==> src/verilog/scsi_parity_pkg.sv <==
// Purpose: Shared constants for the SCSI parity control block
// Assumes: 8-bit SCSI data bus plus one parity line
// Notes:   Bit positions are those of the control and status registers
package scsi_parity_pkg;
    localparam int DATA_W              = 8;
    // Control and status bit positions
    localparam int SC1_ATN_ON_ERR_BIT  = 1;
    localparam int SC1_CHECK_EN_BIT    = 3;
    localparam int SC2_EVEN_SEL_BIT    = 2;
    localparam int SC2_HALT_DIS_BIT    = 5;
    localparam int SIEN1_PAR_IRQ_BIT   = 0;
    localparam int SIST1_PAR_ERR_BIT   = 0;
    localparam int SST1_LIVE_PAR_BIT   = 0;
    localparam int SST2_LATCH_PAR_BIT  = 3;
    localparam int CT4_MASTER_CHK_BIT  = 3;
    localparam int DMA_ST_MPE_BIT      = 6;
    localparam int DMA_IE_MPE_BIT      = 6;
    // Reset values
    localparam logic [7:0] STATUS_RST  = 8'h00;
    localparam logic       FLAG_RST    = 1'b0;
endpackage : scsi_parity_pkg

==> src/verilog/parity_link_if.sv <==
// Purpose: Carries parity results between the parity units and the top
// Assumes: One clock domain
// Notes:   Generator and checker share this bundle
`timescale 1ns/100ps
interface parity_link_if;
    logic [7:0] tx_data;
    logic       tx_even;
    logic       tx_corrupt;
    logic       tx_parity;
    logic [7:0] rx_data;
    logic       rx_parity;
    logic       rx_check_en;
    logic       rx_error;
    modport gen_mp (input tx_data, input tx_even, input tx_corrupt, output tx_parity);
    modport chk_mp (input rx_data, input rx_parity, input rx_check_en, output rx_error);
    modport top_mp (output tx_data, output tx_even, output tx_corrupt, input tx_parity,
                    output rx_data, output rx_parity, output rx_check_en,
                    input rx_error);
endinterface : parity_link_if

==> src/verilog/scsi_parity_control.sv <==
// Purpose: SCSI parity generation, checking and error reaction
// Assumes: Inputs from SCSI pins are raw and get synchronised here
// Notes:   Control bits arrive as plain ports from the register file
`timescale 1ns/100ps
module scsi_parity_control (
    input  wire logic       clock_i,             // 250 MHz clock
    input  wire logic       resetn_i,            // Synchronous reset, active low
    input  wire logic [7:0] scsi_control_first_i,  // First SCSI control register
    input  wire logic [7:0] scsi_control_second_i, // Second SCSI control register
    input  wire logic [7:0] scsi_irq_enable_first_i, // SCSI interrupt enables
    input  wire logic [7:0] chip_test_fourth_i,  // Chip test register four
    input  wire logic [7:0] dma_irq_enable_reg_i, // DMA interrupt enables
    input  wire logic       initiator_mode_i,    // High as initiator, low as target
    input  wire logic [7:0] tx_data_i,           // Byte to send
    input  wire logic       tx_valid_i,          // Byte to send is valid
    input  wire logic       tx_bad_parity_i,     // Send this byte with wrong parity
    input  wire logic [7:0] scsi_data_i,         // Raw SCSI data lines
    input  wire logic       scsi_data_parity_line_i, // Raw SCSI parity line
    input  wire logic       rx_strobe_i,         // Received byte strobe, same clock
    input  wire logic       transfer_done_i,     // Current transfer finished
    input  wire logic       master_data_phase_i, // Host bus master data phase
    input  wire logic       target_perr_i,       // Target signalled parity error
    input  wire logic       scsi_perr_clear_i,   // Clear SCSI parity error flag
    input  wire logic       master_perr_clear_i, // Clear master parity error flag
    output logic      [7:0] scsi_data_o,         // Data driven on the bus
    output logic            scsi_data_parity_line_o, // Parity driven on the bus
    output logic            scsi_data_oe_o,      // Data and parity drive enable
    output logic            attention_o,         // Assert SCSI attention
    output logic            halt_o,              // Halt operation request
    output logic            scsi_irq_o,          // SCSI parity interrupt request
    output logic            irq_request_o,       // Master parity interrupt request
    output logic      [7:0] scsi_irq_status_first_o, // SCSI interrupt status
    output logic      [7:0] scsi_status_first_o, // First SCSI status
    output logic      [7:0] scsi_status_second_o, // Second SCSI status
    output logic      [7:0] dma_status_reg_o,    // DMA status
    output logic      [7:0] rx_data_o            // Latched received byte
);
    // ------------------------------------------------------------------
    // Control decode
    // ------------------------------------------------------------------
    logic check_en;
    logic atn_en;
    logic even_sel;
    logic halt_dis;
    logic par_irq_en;
    logic master_chk_en;
    logic master_irq_en;

    assign check_en      = scsi_control_first_i[scsi_parity_pkg::SC1_CHECK_EN_BIT];
    assign atn_en        = scsi_control_first_i[scsi_parity_pkg::SC1_ATN_ON_ERR_BIT];
    assign even_sel      = scsi_control_second_i[scsi_parity_pkg::SC2_EVEN_SEL_BIT];
    assign halt_dis      = scsi_control_second_i[scsi_parity_pkg::SC2_HALT_DIS_BIT];
    assign par_irq_en    = scsi_irq_enable_first_i[scsi_parity_pkg::SIEN1_PAR_IRQ_BIT];
    assign master_chk_en = chip_test_fourth_i[scsi_parity_pkg::CT4_MASTER_CHK_BIT];
    assign master_irq_en = dma_irq_enable_reg_i[scsi_parity_pkg::DMA_IE_MPE_BIT];

    // ------------------------------------------------------------------
    // Pin synchronisers: three stages, change accepted when 2 and 3 agree
    // ------------------------------------------------------------------
    logic [8:0] sync1_reg;
    logic [8:0] sync2_reg;
    logic [8:0] sync3_reg;
    logic [8:0] rx_pins_reg;
    logic [8:0] sync1_next;
    logic [8:0] sync2_next;
    logic [8:0] sync3_next;
    logic [8:0] rx_pins_next;

    always_comb begin
        sync1_next   = {scsi_data_parity_line_i, scsi_data_i};
        sync2_next   = sync1_reg;
        sync3_next   = sync2_reg;
        rx_pins_next = rx_pins_reg;
        for (int i = 0; i < 9; i++) begin
            if (sync2_reg[i] == sync3_reg[i]) begin
                rx_pins_next[i] = sync3_reg[i];
            end
        end
        if (!resetn_i) begin
            sync1_next   = 9'h000;
            sync2_next   = 9'h000;
            sync3_next   = 9'h000;
            rx_pins_next = 9'h000;
        end
    end

    always_ff @(posedge clock_i) begin
        sync1_reg   <= sync1_next;
        sync2_reg   <= sync2_next;
        sync3_reg   <= sync3_next;
        rx_pins_reg <= rx_pins_next;
    end

    // ------------------------------------------------------------------
    // Parity units
    // ------------------------------------------------------------------
    parity_link_if link ();

    assign link.tx_data     = tx_data_i;
    assign link.tx_even     = even_sel;
    assign link.tx_corrupt  = tx_bad_parity_i;
    assign link.rx_data     = rx_pins_reg[7:0];
    assign link.rx_parity   = rx_pins_reg[8];
    assign link.rx_check_en = check_en;

    parity_gen u_gen (
        .link (link.gen_mp)
    );

    parity_chk u_chk (
        .link (link.chk_mp)
    );

    // ------------------------------------------------------------------
    // Transmit register
    // ------------------------------------------------------------------
    logic [7:0] tx_data_reg;
    logic       tx_par_reg;
    logic       tx_oe_reg;
    logic [7:0] tx_data_next;
    logic       tx_par_next;
    logic       tx_oe_next;

    always_comb begin
        tx_data_next = tx_data_reg;
        tx_par_next  = tx_par_reg;
        tx_oe_next   = tx_valid_i;
        if (tx_valid_i) begin
            tx_data_next = tx_data_i;
            tx_par_next  = link.tx_parity;
        end
        if (!resetn_i) begin
            tx_data_next = 8'h00;
            tx_par_next  = 1'b0;
            tx_oe_next   = 1'b0;
        end
    end

    always_ff @(posedge clock_i) begin
        tx_data_reg <= tx_data_next;
        tx_par_reg  <= tx_par_next;
        tx_oe_reg   <= tx_oe_next;
    end

    assign scsi_data_o             = tx_data_reg;
    assign scsi_data_parity_line_o = tx_par_reg;
    assign scsi_data_oe_o          = tx_oe_reg;

    // ------------------------------------------------------------------
    // Error reaction and flags
    // ------------------------------------------------------------------
    typedef enum logic [1:0] {RUN, WAIT_END, HALTED} halt_state_t;

    halt_state_t state_reg;
    halt_state_t state_next;
    logic        scsi_err;
    logic        master_err;
    logic        scsi_flag_reg;
    logic        scsi_flag_next;
    logic        master_flag_reg;
    logic        master_flag_next;
    logic        atn_reg;
    logic        atn_next;
    logic [7:0]  rx_data_reg;
    logic [7:0]  rx_data_next;
    logic        latch_par_reg;
    logic        latch_par_next;

    assign scsi_err   = rx_strobe_i & link.rx_error;
    assign master_err = master_chk_en & master_data_phase_i & target_perr_i;

    always_comb begin
        state_next       = state_reg;
        // Set wins over a clear in the same cycle
        scsi_flag_next   = scsi_err | (scsi_flag_reg & ~scsi_perr_clear_i);
        master_flag_next = master_err | (master_flag_reg & ~master_perr_clear_i);
        atn_next         = atn_reg | (scsi_err & atn_en & initiator_mode_i);
        rx_data_next     = rx_data_reg;
        latch_par_next   = latch_par_reg;
        if (rx_strobe_i) begin
            rx_data_next   = rx_pins_reg[7:0];
            latch_par_next = rx_pins_reg[8];
        end
        if (!atn_en || !check_en) begin
            atn_next = 1'b0;
        end
        case (state_reg)
            RUN: begin
                if (scsi_err) begin
                    if (halt_dis && !initiator_mode_i) begin
                        state_next = transfer_done_i ? HALTED : WAIT_END;
                    end else begin
                        state_next = HALTED;
                    end
                end
            end
            WAIT_END: begin
                if (transfer_done_i) begin
                    state_next = HALTED;
                end else if (scsi_err && (!halt_dis || initiator_mode_i)) begin
                    state_next = HALTED;
                end
            end
            HALTED: begin
                if (scsi_perr_clear_i && !scsi_err) begin
                    state_next = RUN;
                end
            end
            default: begin
                state_next = RUN;
            end
        endcase
        if (!resetn_i) begin
            state_next       = RUN;
            scsi_flag_next   = scsi_parity_pkg::FLAG_RST;
            master_flag_next = scsi_parity_pkg::FLAG_RST;
            atn_next         = 1'b0;
            rx_data_next     = 8'h00;
            latch_par_next   = 1'b0;
        end
    end

    always_ff @(posedge clock_i) begin
        state_reg       <= state_next;
        scsi_flag_reg   <= scsi_flag_next;
        master_flag_reg <= master_flag_next;
        atn_reg         <= atn_next;
        rx_data_reg     <= rx_data_next;
        latch_par_reg   <= latch_par_next;
    end

    // ------------------------------------------------------------------
    // Outputs
    // ------------------------------------------------------------------
    always_comb begin
        scsi_irq_status_first_o = scsi_parity_pkg::STATUS_RST;
        scsi_irq_status_first_o[scsi_parity_pkg::SIST1_PAR_ERR_BIT] = scsi_flag_reg;
        scsi_status_first_o = scsi_parity_pkg::STATUS_RST;
        scsi_status_first_o[scsi_parity_pkg::SST1_LIVE_PAR_BIT] = rx_pins_reg[8];
        scsi_status_second_o = scsi_parity_pkg::STATUS_RST;
        scsi_status_second_o[scsi_parity_pkg::SST2_LATCH_PAR_BIT] = latch_par_reg;
        dma_status_reg_o = scsi_parity_pkg::STATUS_RST;
        dma_status_reg_o[scsi_parity_pkg::DMA_ST_MPE_BIT] = master_flag_reg;
    end

    assign attention_o   = atn_reg;
    assign halt_o        = (state_reg == HALTED);
    assign scsi_irq_o    = scsi_flag_reg & par_irq_en & check_en;
    assign irq_request_o = master_flag_reg & master_irq_en;
    assign rx_data_o     = rx_data_reg;

    // ------------------------------------------------------------------
    // Assertions
    // ------------------------------------------------------------------
    property p_tx_parity;
        @(posedge clock_i) disable iff (!resetn_i)
        tx_valid_i |=> (^{scsi_data_parity_line_o, scsi_data_o})
                       == ~($past(even_sel) ^ $past(tx_bad_parity_i));
    endproperty
    a_tx_parity: assert property (p_tx_parity) else $error("Bad transmit parity");

    property p_err_sets_flag;
        @(posedge clock_i) disable iff (!resetn_i)
        scsi_err |=> scsi_irq_status_first_o[0];
    endproperty
    a_err_sets_flag: assert property (p_err_sets_flag) else $error("Flag not set");

    property p_no_err_off;
        @(posedge clock_i) disable iff (!resetn_i)
        !check_en && state_reg == RUN && !scsi_flag_reg
            |=> !halt_o && !scsi_irq_status_first_o[0] && !scsi_irq_o;
    endproperty
    a_no_err_off: assert property (p_no_err_off) else $error("Error while off");

    property p_atn;
        @(posedge clock_i) disable iff (!resetn_i)
        scsi_err && atn_en && initiator_mode_i |=> attention_o;
    endproperty
    a_atn: assert property (p_atn) else $error("No attention");

    property p_halt;
        @(posedge clock_i) disable iff (!resetn_i)
        scsi_err && !halt_dis && !halt_o |=> halt_o;
    endproperty
    a_halt: assert property (p_halt) else $error("No halt");

    property p_wait_end;
        @(posedge clock_i) disable iff (!resetn_i)
        state_reg == WAIT_END && !transfer_done_i
            && !(scsi_err && (!halt_dis || initiator_mode_i)) |=> !halt_o;
    endproperty
    a_wait_end: assert property (p_wait_end) else $error("Early halt");

    property p_flag_holds;
        @(posedge clock_i) disable iff (!resetn_i)
        master_flag_reg && !master_perr_clear_i |=> dma_status_reg_o[6];
    endproperty
    a_flag_holds: assert property (p_flag_holds) else $error("Flag lost");

    property p_master_irq;
        @(posedge clock_i) disable iff (!resetn_i)
        master_err && !master_irq_en ##1 !master_irq_en |-> !irq_request_o && dma_status_reg_o[6];
    endproperty
    a_master_irq: assert property (p_master_irq) else $error("Master irq wrong");
endmodule : scsi_parity_control

==> src/verilog/parity_gen.sv <==
// Purpose: Transmit parity generator
// Assumes: Combinational, sampled by the top
// Notes:   Odd parity unless even is selected; corrupt inverts it
`timescale 1ns/100ps
module parity_gen (
    parity_link_if.gen_mp link  // Generator side of the bundle
);
    // Odd parity makes nine bits carry an odd count of ones
    always_comb begin
        link.tx_parity = ~(^link.tx_data) ^ link.tx_even ^ link.tx_corrupt;
    end
endmodule : parity_gen

==> src/verilog/parity_chk.sv <==
// Purpose: Receive parity checker
// Assumes: Combinational, sampled by the top
// Notes:   Always checks odd parity, whatever the transmit sense
`timescale 1ns/100ps
module parity_chk (
    parity_link_if.chk_mp link  // Checker side of the bundle
);
    always_comb begin
        link.rx_error = link.rx_check_en & ~(^{link.rx_parity, link.rx_data});
    end
endmodule : parity_chk

==> config.mk <==
export PLATFORM = sky130hd
export DESIGN_NAME = scsi_parity_control
export DESIGN_NICKNAME = d
export VERILOG_FILES = /design/src/verilog/scsi_parity_pkg.sv /design/src/verilog/parity_link_if.sv /design/src/verilog/scsi_parity_control.sv /design/src/verilog/parity_gen.sv /design/src/verilog/parity_chk.sv
export SDC_FILE = /design/constraint.sdc
export NUM_CORES = 1
export LEC_CHECK = 0
export ABC_CLOCK_PERIOD_IN_PS = 5400
export BUFFER_PORTS_ARGS = -buffer_cell sky130_fd_sc_hd__buf_2
export CORE_MARGIN = 10
export CORE_UTILIZATION = 49
export DETAILED_ROUTE_END_ITERATION = 7
export PLACE_DENSITY = 0.95
export SLEW_MARGIN = 20
export SYNTH_ARGS = -nofsm -noshare
export SYNTH_HDL_FRONTEND = slang
export SYNTH_HIERARCHICAL = 1
export SYNTH_SLANG_ARGS = --single-unit
==> constraint.sdc <==
create_clock -name clock_i -period 5.4 [get_ports clock_i]
set_input_delay 0.27 -clock clock_i [delete_from_list [all_inputs] [get_ports clock_i]]
set_output_delay 0.27 -clock clock_i [all_outputs]
set_load 0.02 [all_outputs]
======== After elaboration in Yosys (flattened, before gate mapping) ========
Cells that the tools add are included.
storage, ports and cells
  output and inout port bits .............. 54
  logic and storage cells ................. 78
  flip-flop bits (word level) ............. 60
cells by class
  multiplexer cells ....................... 7
  reductions and logical operators ........ 15
  eq/ne operators ......................... 14
  bitwise logic cells ..................... 21
operators by type and width
  cell                  number
  $mux W2               6
  $and A1 B1 Y1         11
  $eq A1 B1 Y1          9
  $reduce_xor A9 Y1     1
  $reduce_xor A8 Y1     1
  $pmux W2 S3           1
  $logic_not A1 Y1      5
  $not A1 Y1            5
  $logic_and A1 B1 Y1   3
  $ne A3 B3 Y1 const B  1
  $or A1 B1 Y1          3
  $reduce_and A3 Y1     1
  $eq A2 B1 Y1 const B  1
  $eq A2 B2 Y1 const B  1
  $logic_not A2 Y1      1
  $logic_or A1 B1 Y1    2
  $ne A2 B1 Y1 const B  1
  $ne A2 B2 Y1 const B  1
  $reduce_or A2 Y1      1
  $xor A1 B1 Y1         2

======== Depth between registers and ports, before layout ========
  word-level depth ........................ 8
  mapped depth ............................ 6

======== Hierarchy ========
The synthesis kept the hierarchy.
by module, submodules not included
  module               instances  cells each  area an instance (um2)
  scsi_parity_control  1          215         2258.4
  parity_chk           1          9           96.3
  parity_gen           1          8           83.8

======== Worst setup path before layout ========
Ideal clock, no wire load.
  kind .................................... register to register
  from .................................... register rx_pins_reg[1]
  to ...................................... register state_reg[0]
  library setup time ...................... 0.087 ns
  arrival ................................. 1.604 ns
  period minus slack after synthesis ...... 1.691 ns
  stages on the path, launching flop included .. 7
  required time ........................... 5.313 ns
  setup slack ............................. 3.709 ns
  path through ............................ dfxtp_1 -> xor3_1 -> or2_1 -> mux2i_1 -> nand2_1 -> mux2i_1 -> nor4b_2
between the ends
  longest elaborated chain between the ends .. 8
RTL lines
  what                           line                        source
  start, declared                scsi_parity_control.sv:63   logic [8:0] rx_pins_reg;
  start signal, assigned         scsi_parity_control.sv:91   rx_pins_reg <= rx_pins_next;
  $reduce_xor A9 Y1 *            parity_chk.sv:9             link.rx_error = link.rx_check_en & ~(^{link.rx_parity, link.rx_data});
  $not A1 Y1 *                   parity_chk.sv:9
  $and A1 B1 Y1 *                parity_chk.sv:9
  net link.rx_error              parity_link_if.sv:13        logic rx_error;
  $and A1 B1 Y1 *                scsi_parity_control.sv:169  assign scsi_err = rx_strobe_i & link.rx_error;
  $logic_not A1 Y1               scsi_parity_control.sv:205  if (scsi_perr_clear_i && !scsi_err) begin
  $logic_and A1 B1 Y1            scsi_parity_control.sv:205
  $ne A2 B1 Y1 (no line)         -
  $reduce_and A3 Y1 (no line) *  -
  end signal, assigned           scsi_parity_control.sv:224  state_reg <= state_next;
  end, declared                  scsi_parity_control.sv:154  halt_state_t state_reg;
Mark *: on every way through the listed nets, which the timed path passes. The rest lies on a longest branch.
A chain may end at the register's enable or synchronous reset.

======== Worst setup path after layout ========
  from .................................... register rx_pins_reg[7]
  to ...................................... register state_reg[0]
The elaborated chain is that of the path after synthesis.

==> results.md <==
* Area occupied by multi-input gates at 1050 µm²
* Clock network power share at 41.0%
* Resized cells post-CTS at 0
* Final Wtd Congestion at 0.755
* M2 GR Usage at around 17%
* Tightest Hold Check Type: in -> reg
* Sw Share at 24.1%
* Vias per cell at 4.33
* Largest net degree at the start of global routing at 62
* Outcome: completed
* R2R setup slack at 3.45 ns
* Ys Warns at 6
* Post-DP HPWL at 3340 µm
* Syn Std Cell Area at 2440 µm²
* Clk sinks at 60
* Crit path depth at 6
* Hold-fix buffers at CTS at 0
* Worst reg2reg path startpoint: rx_pins_reg[7]
* P_leak at ~1.3 nW
* Top FF cell, synth: dfxtp_1
* Core area at about 4800 µm²
* Fillcell total at between 400 and 500
* Critical path class: reg -> reg
* Detailed Routing Iterations Pass 1 at 4
* DR iter-0 viols at 104
* Port buffer count at 60
* Synth-to-layout area growth at 16.6%
* Post-synth EDFFs at 0
* Crit path capture: state_reg[0]
* WP buf/inv at 0
* Global Route met1 Usage at 11.5%
* Final core utilization at between 50% and 60%
* CP Max Fanout at 3
* Tcrit/Tclk final at between 30% and 40%
* M3 GR Usage at under 10%
* Max incr delay on CP at 0.44 ns
* GRT Residual Overflow at 0
* Final Skew at 0.0106 ns
* Total Neg Setup Slack at 0 ns
* Power Density at approximately 340 nW/µm²
* Syn avg cell area at 10.5 µm²
* Post-synthesis register bit count at 60
* Root Driver: clkbuf_8
* Capture point of the worst reg-to-reg path: state_reg[0]
* Layout Nets at 358
* Diodes inserted at 0
* DRC at 0
* Synth async-reset ratio at 0%
* Clk slew on worst S/H paths at 0.07 ns
* Share of layout cells above drive strength 1 at 26.8%
* Final hold violations at 0
* # rows at 25
* Die Wd at 90.5 µm
* Initial antenna violation count at 0
* Max Root-Sink Buffers at 2
* Pins Over Slew Limit at 0
* Internal power at 0.723 mW
* Seq/Total Area, Yosys at about 49%
* # setup viols final at 0
* Register area at roughly 1200 µm²
* Top cell family by delay on the critical path: XOR/XNOR gates
* Crit path launch type: register
* Slowest-stage cell, CP: xnor3_1
* Maxcap violations at 0
* Max Freq at 0.512 GHz
* Worst path most repeated cell: mux2i_1
* Mapped Cells at roughly 230
* CTS Buf Count at 9
* Slew margin rel. at 48.5%
* CTS tree: done
* Tot GR Track Use at between 10% and 20%
* Starting Density at 51.0%
* CP endpoint kind: register
* Setup bufs post-CTS at 0
* Vias in the first global route at 1661
* GRT Max-Usage Layer: met2
* Die area at ~8000 µm²
* Unrepaired setup endpoints after global routing: no
* Vias at 1566
* VDD IR max at 188 µV
* Skew-Pair Late Insertion Delay at ~0.32 ns
* Final min period at 1.95 ns
* Clock H-tree levels at 3
* # IOs at approximately 120
* Reg power frac at between 40% and 50%
* Synth cell types at 31
* Drt total wl at 4440 µm
* First-pass GRT wire length at 7410 µm
* Arr. time, crit path at ~2.2 ns
* Worst EP required at 5.62 ns
* Least-Margin Pin Slew at 0.773 ns
* Switching pwr at 0.230 mW
* Cells on worst reg2reg path at 6
* Crit path from: rx_pins_reg[7]
* Antenna viol nets, final at 0
* DR WL/cell at 12.3 µm
* Combinational Power Share at 10.2%
* Vert. Die Dim at a little over 90 µm
* Critical path cell sequence: xor2_1, xnor3_1, mux2i_1, nand2_1, mux2i_1, nor4b_2
==> how the worst min path moves through the flow <==
stage               startpoint            to  slack [ns]  depth (start not counted)
2_1_floorplan  transfer_done_i  state_reg[0]        0.34                          1
3_3_place_gp      sync1_reg[7]  sync2_reg[7]        0.42                          1
3_5_place_dp      sync1_reg[0]  sync2_reg[0]        0.42                          1
4_1_cts         scsi_data_i[4]  sync1_reg[4]        0.13                          2
5_1_grt         scsi_data_i[4]  sync1_reg[4]        0.13                          2
6_report        scsi_data_i[4]  sync1_reg[4]        0.15                          2
==> logic make-up after synthesis <==
kind of cell / Yosys count / share of synthesized area (%)
other: 1 / 0.154
AND/OR/NAND/NOR: 71 / 17.4
AO/OA/AOI/OAI: 26 / 6.77
buffers and inverters: 41 / 11.7
flip-flops: 60 / 49.3
XOR/XNOR: 13 / 6.41
multiplexers: 20 / 8.21
==> power by group through the flow <==
stage | combinational, mW | sequential, mW | clock [mW]
3_3_place_gp | 0.0950 | 0.474 | 0
6_report | 0.0969 | 0.465 | 0.391
2_1_floorplan | 0.0801 | 0.481 | 0
4_1_cts | 0.0972 | 0.465 | 0.403
3_5_place_dp | 0.0969 | 0.475 | 0
5_1_grt | 0.107 | 0.467 | 0.430
==> Yosys cell counts, types with 2 or more instances <==
cell	instances	area share, %
dfxtp_1	60	49
buf_4	32	9.9
and2_1	29	7.4
mux2i_1	20	8.2
nor2b_1	19	4.9
a21boi_0	11	3.4
nand2_1	11	1.7
o21ai_0	9	1.8
xnor2_1	8	2.9
a21oi_1	3	0.62
buf_2	3	0.62
clkbuf_1	3	0.46
nand2b_1	2	0.51
nand3_1	2	0.41
nor2_1	2	0.31
xnor3_1	2	1.8
xor2_1	2	0.72
==> per-stage QoR <==
stage	power (mW)	hold WS (ns)	setup WS, ns	area (µm²)	cells
6_report	0.953	0.145	3.45	2840	362
5_1_grt	1.00	0.126	3.26	2840	362
4_1_cts	0.966	0.128	3.39	2840	362
3_5_place_dp	0.572	0.420	3.42	2640	346
3_3_place_gp	0.569	0.417	3.52	2640	346
2_1_floorplan	0.561	0.344	3.71	2540	259
==> per-layer routing <==
layer	vias to the layer above	part of all wire (%)
met5	-	0
met4	0	2.6
met3	9	7.5
met2	61	46
met1	681	44
li1	815	-
==> layout by cell type (no fill, tap or decap), types with 2 or more instances in the layout <==
cell type   netlist  layout
buf_2             3      60
nand3_1           2       2
conb_1            1      28
xnor2_1           8       8
nand2_1          11      11
mux2i_1          20      20
clkinv_2          0       2
nand2b_1          2       2
a21oi_1           3       3
clkinvlp_4        0       2
nor2_1            2       2
xor2_1            2       2
nor2b_1          19      19
dfxtp_1          60      60
a21boi_0         11      11
xnor3_1           2       2
o21ai_0           9       9
clkbuf_8          0      10
and2_1           29      29
==> cell type report <==
cell class | count | area share, %
inverter | 1 | 0.132
sequential | 60 | 42.3
clock buffer | 10 | 4.84
clock inverter | 6 | 2.24
timing repair buffer | 60 | 10.6
multi-input combinational | 158 | 37.0
tap | 67 | 2.95
Note: power is estimated with default switching activity, not from simulation.
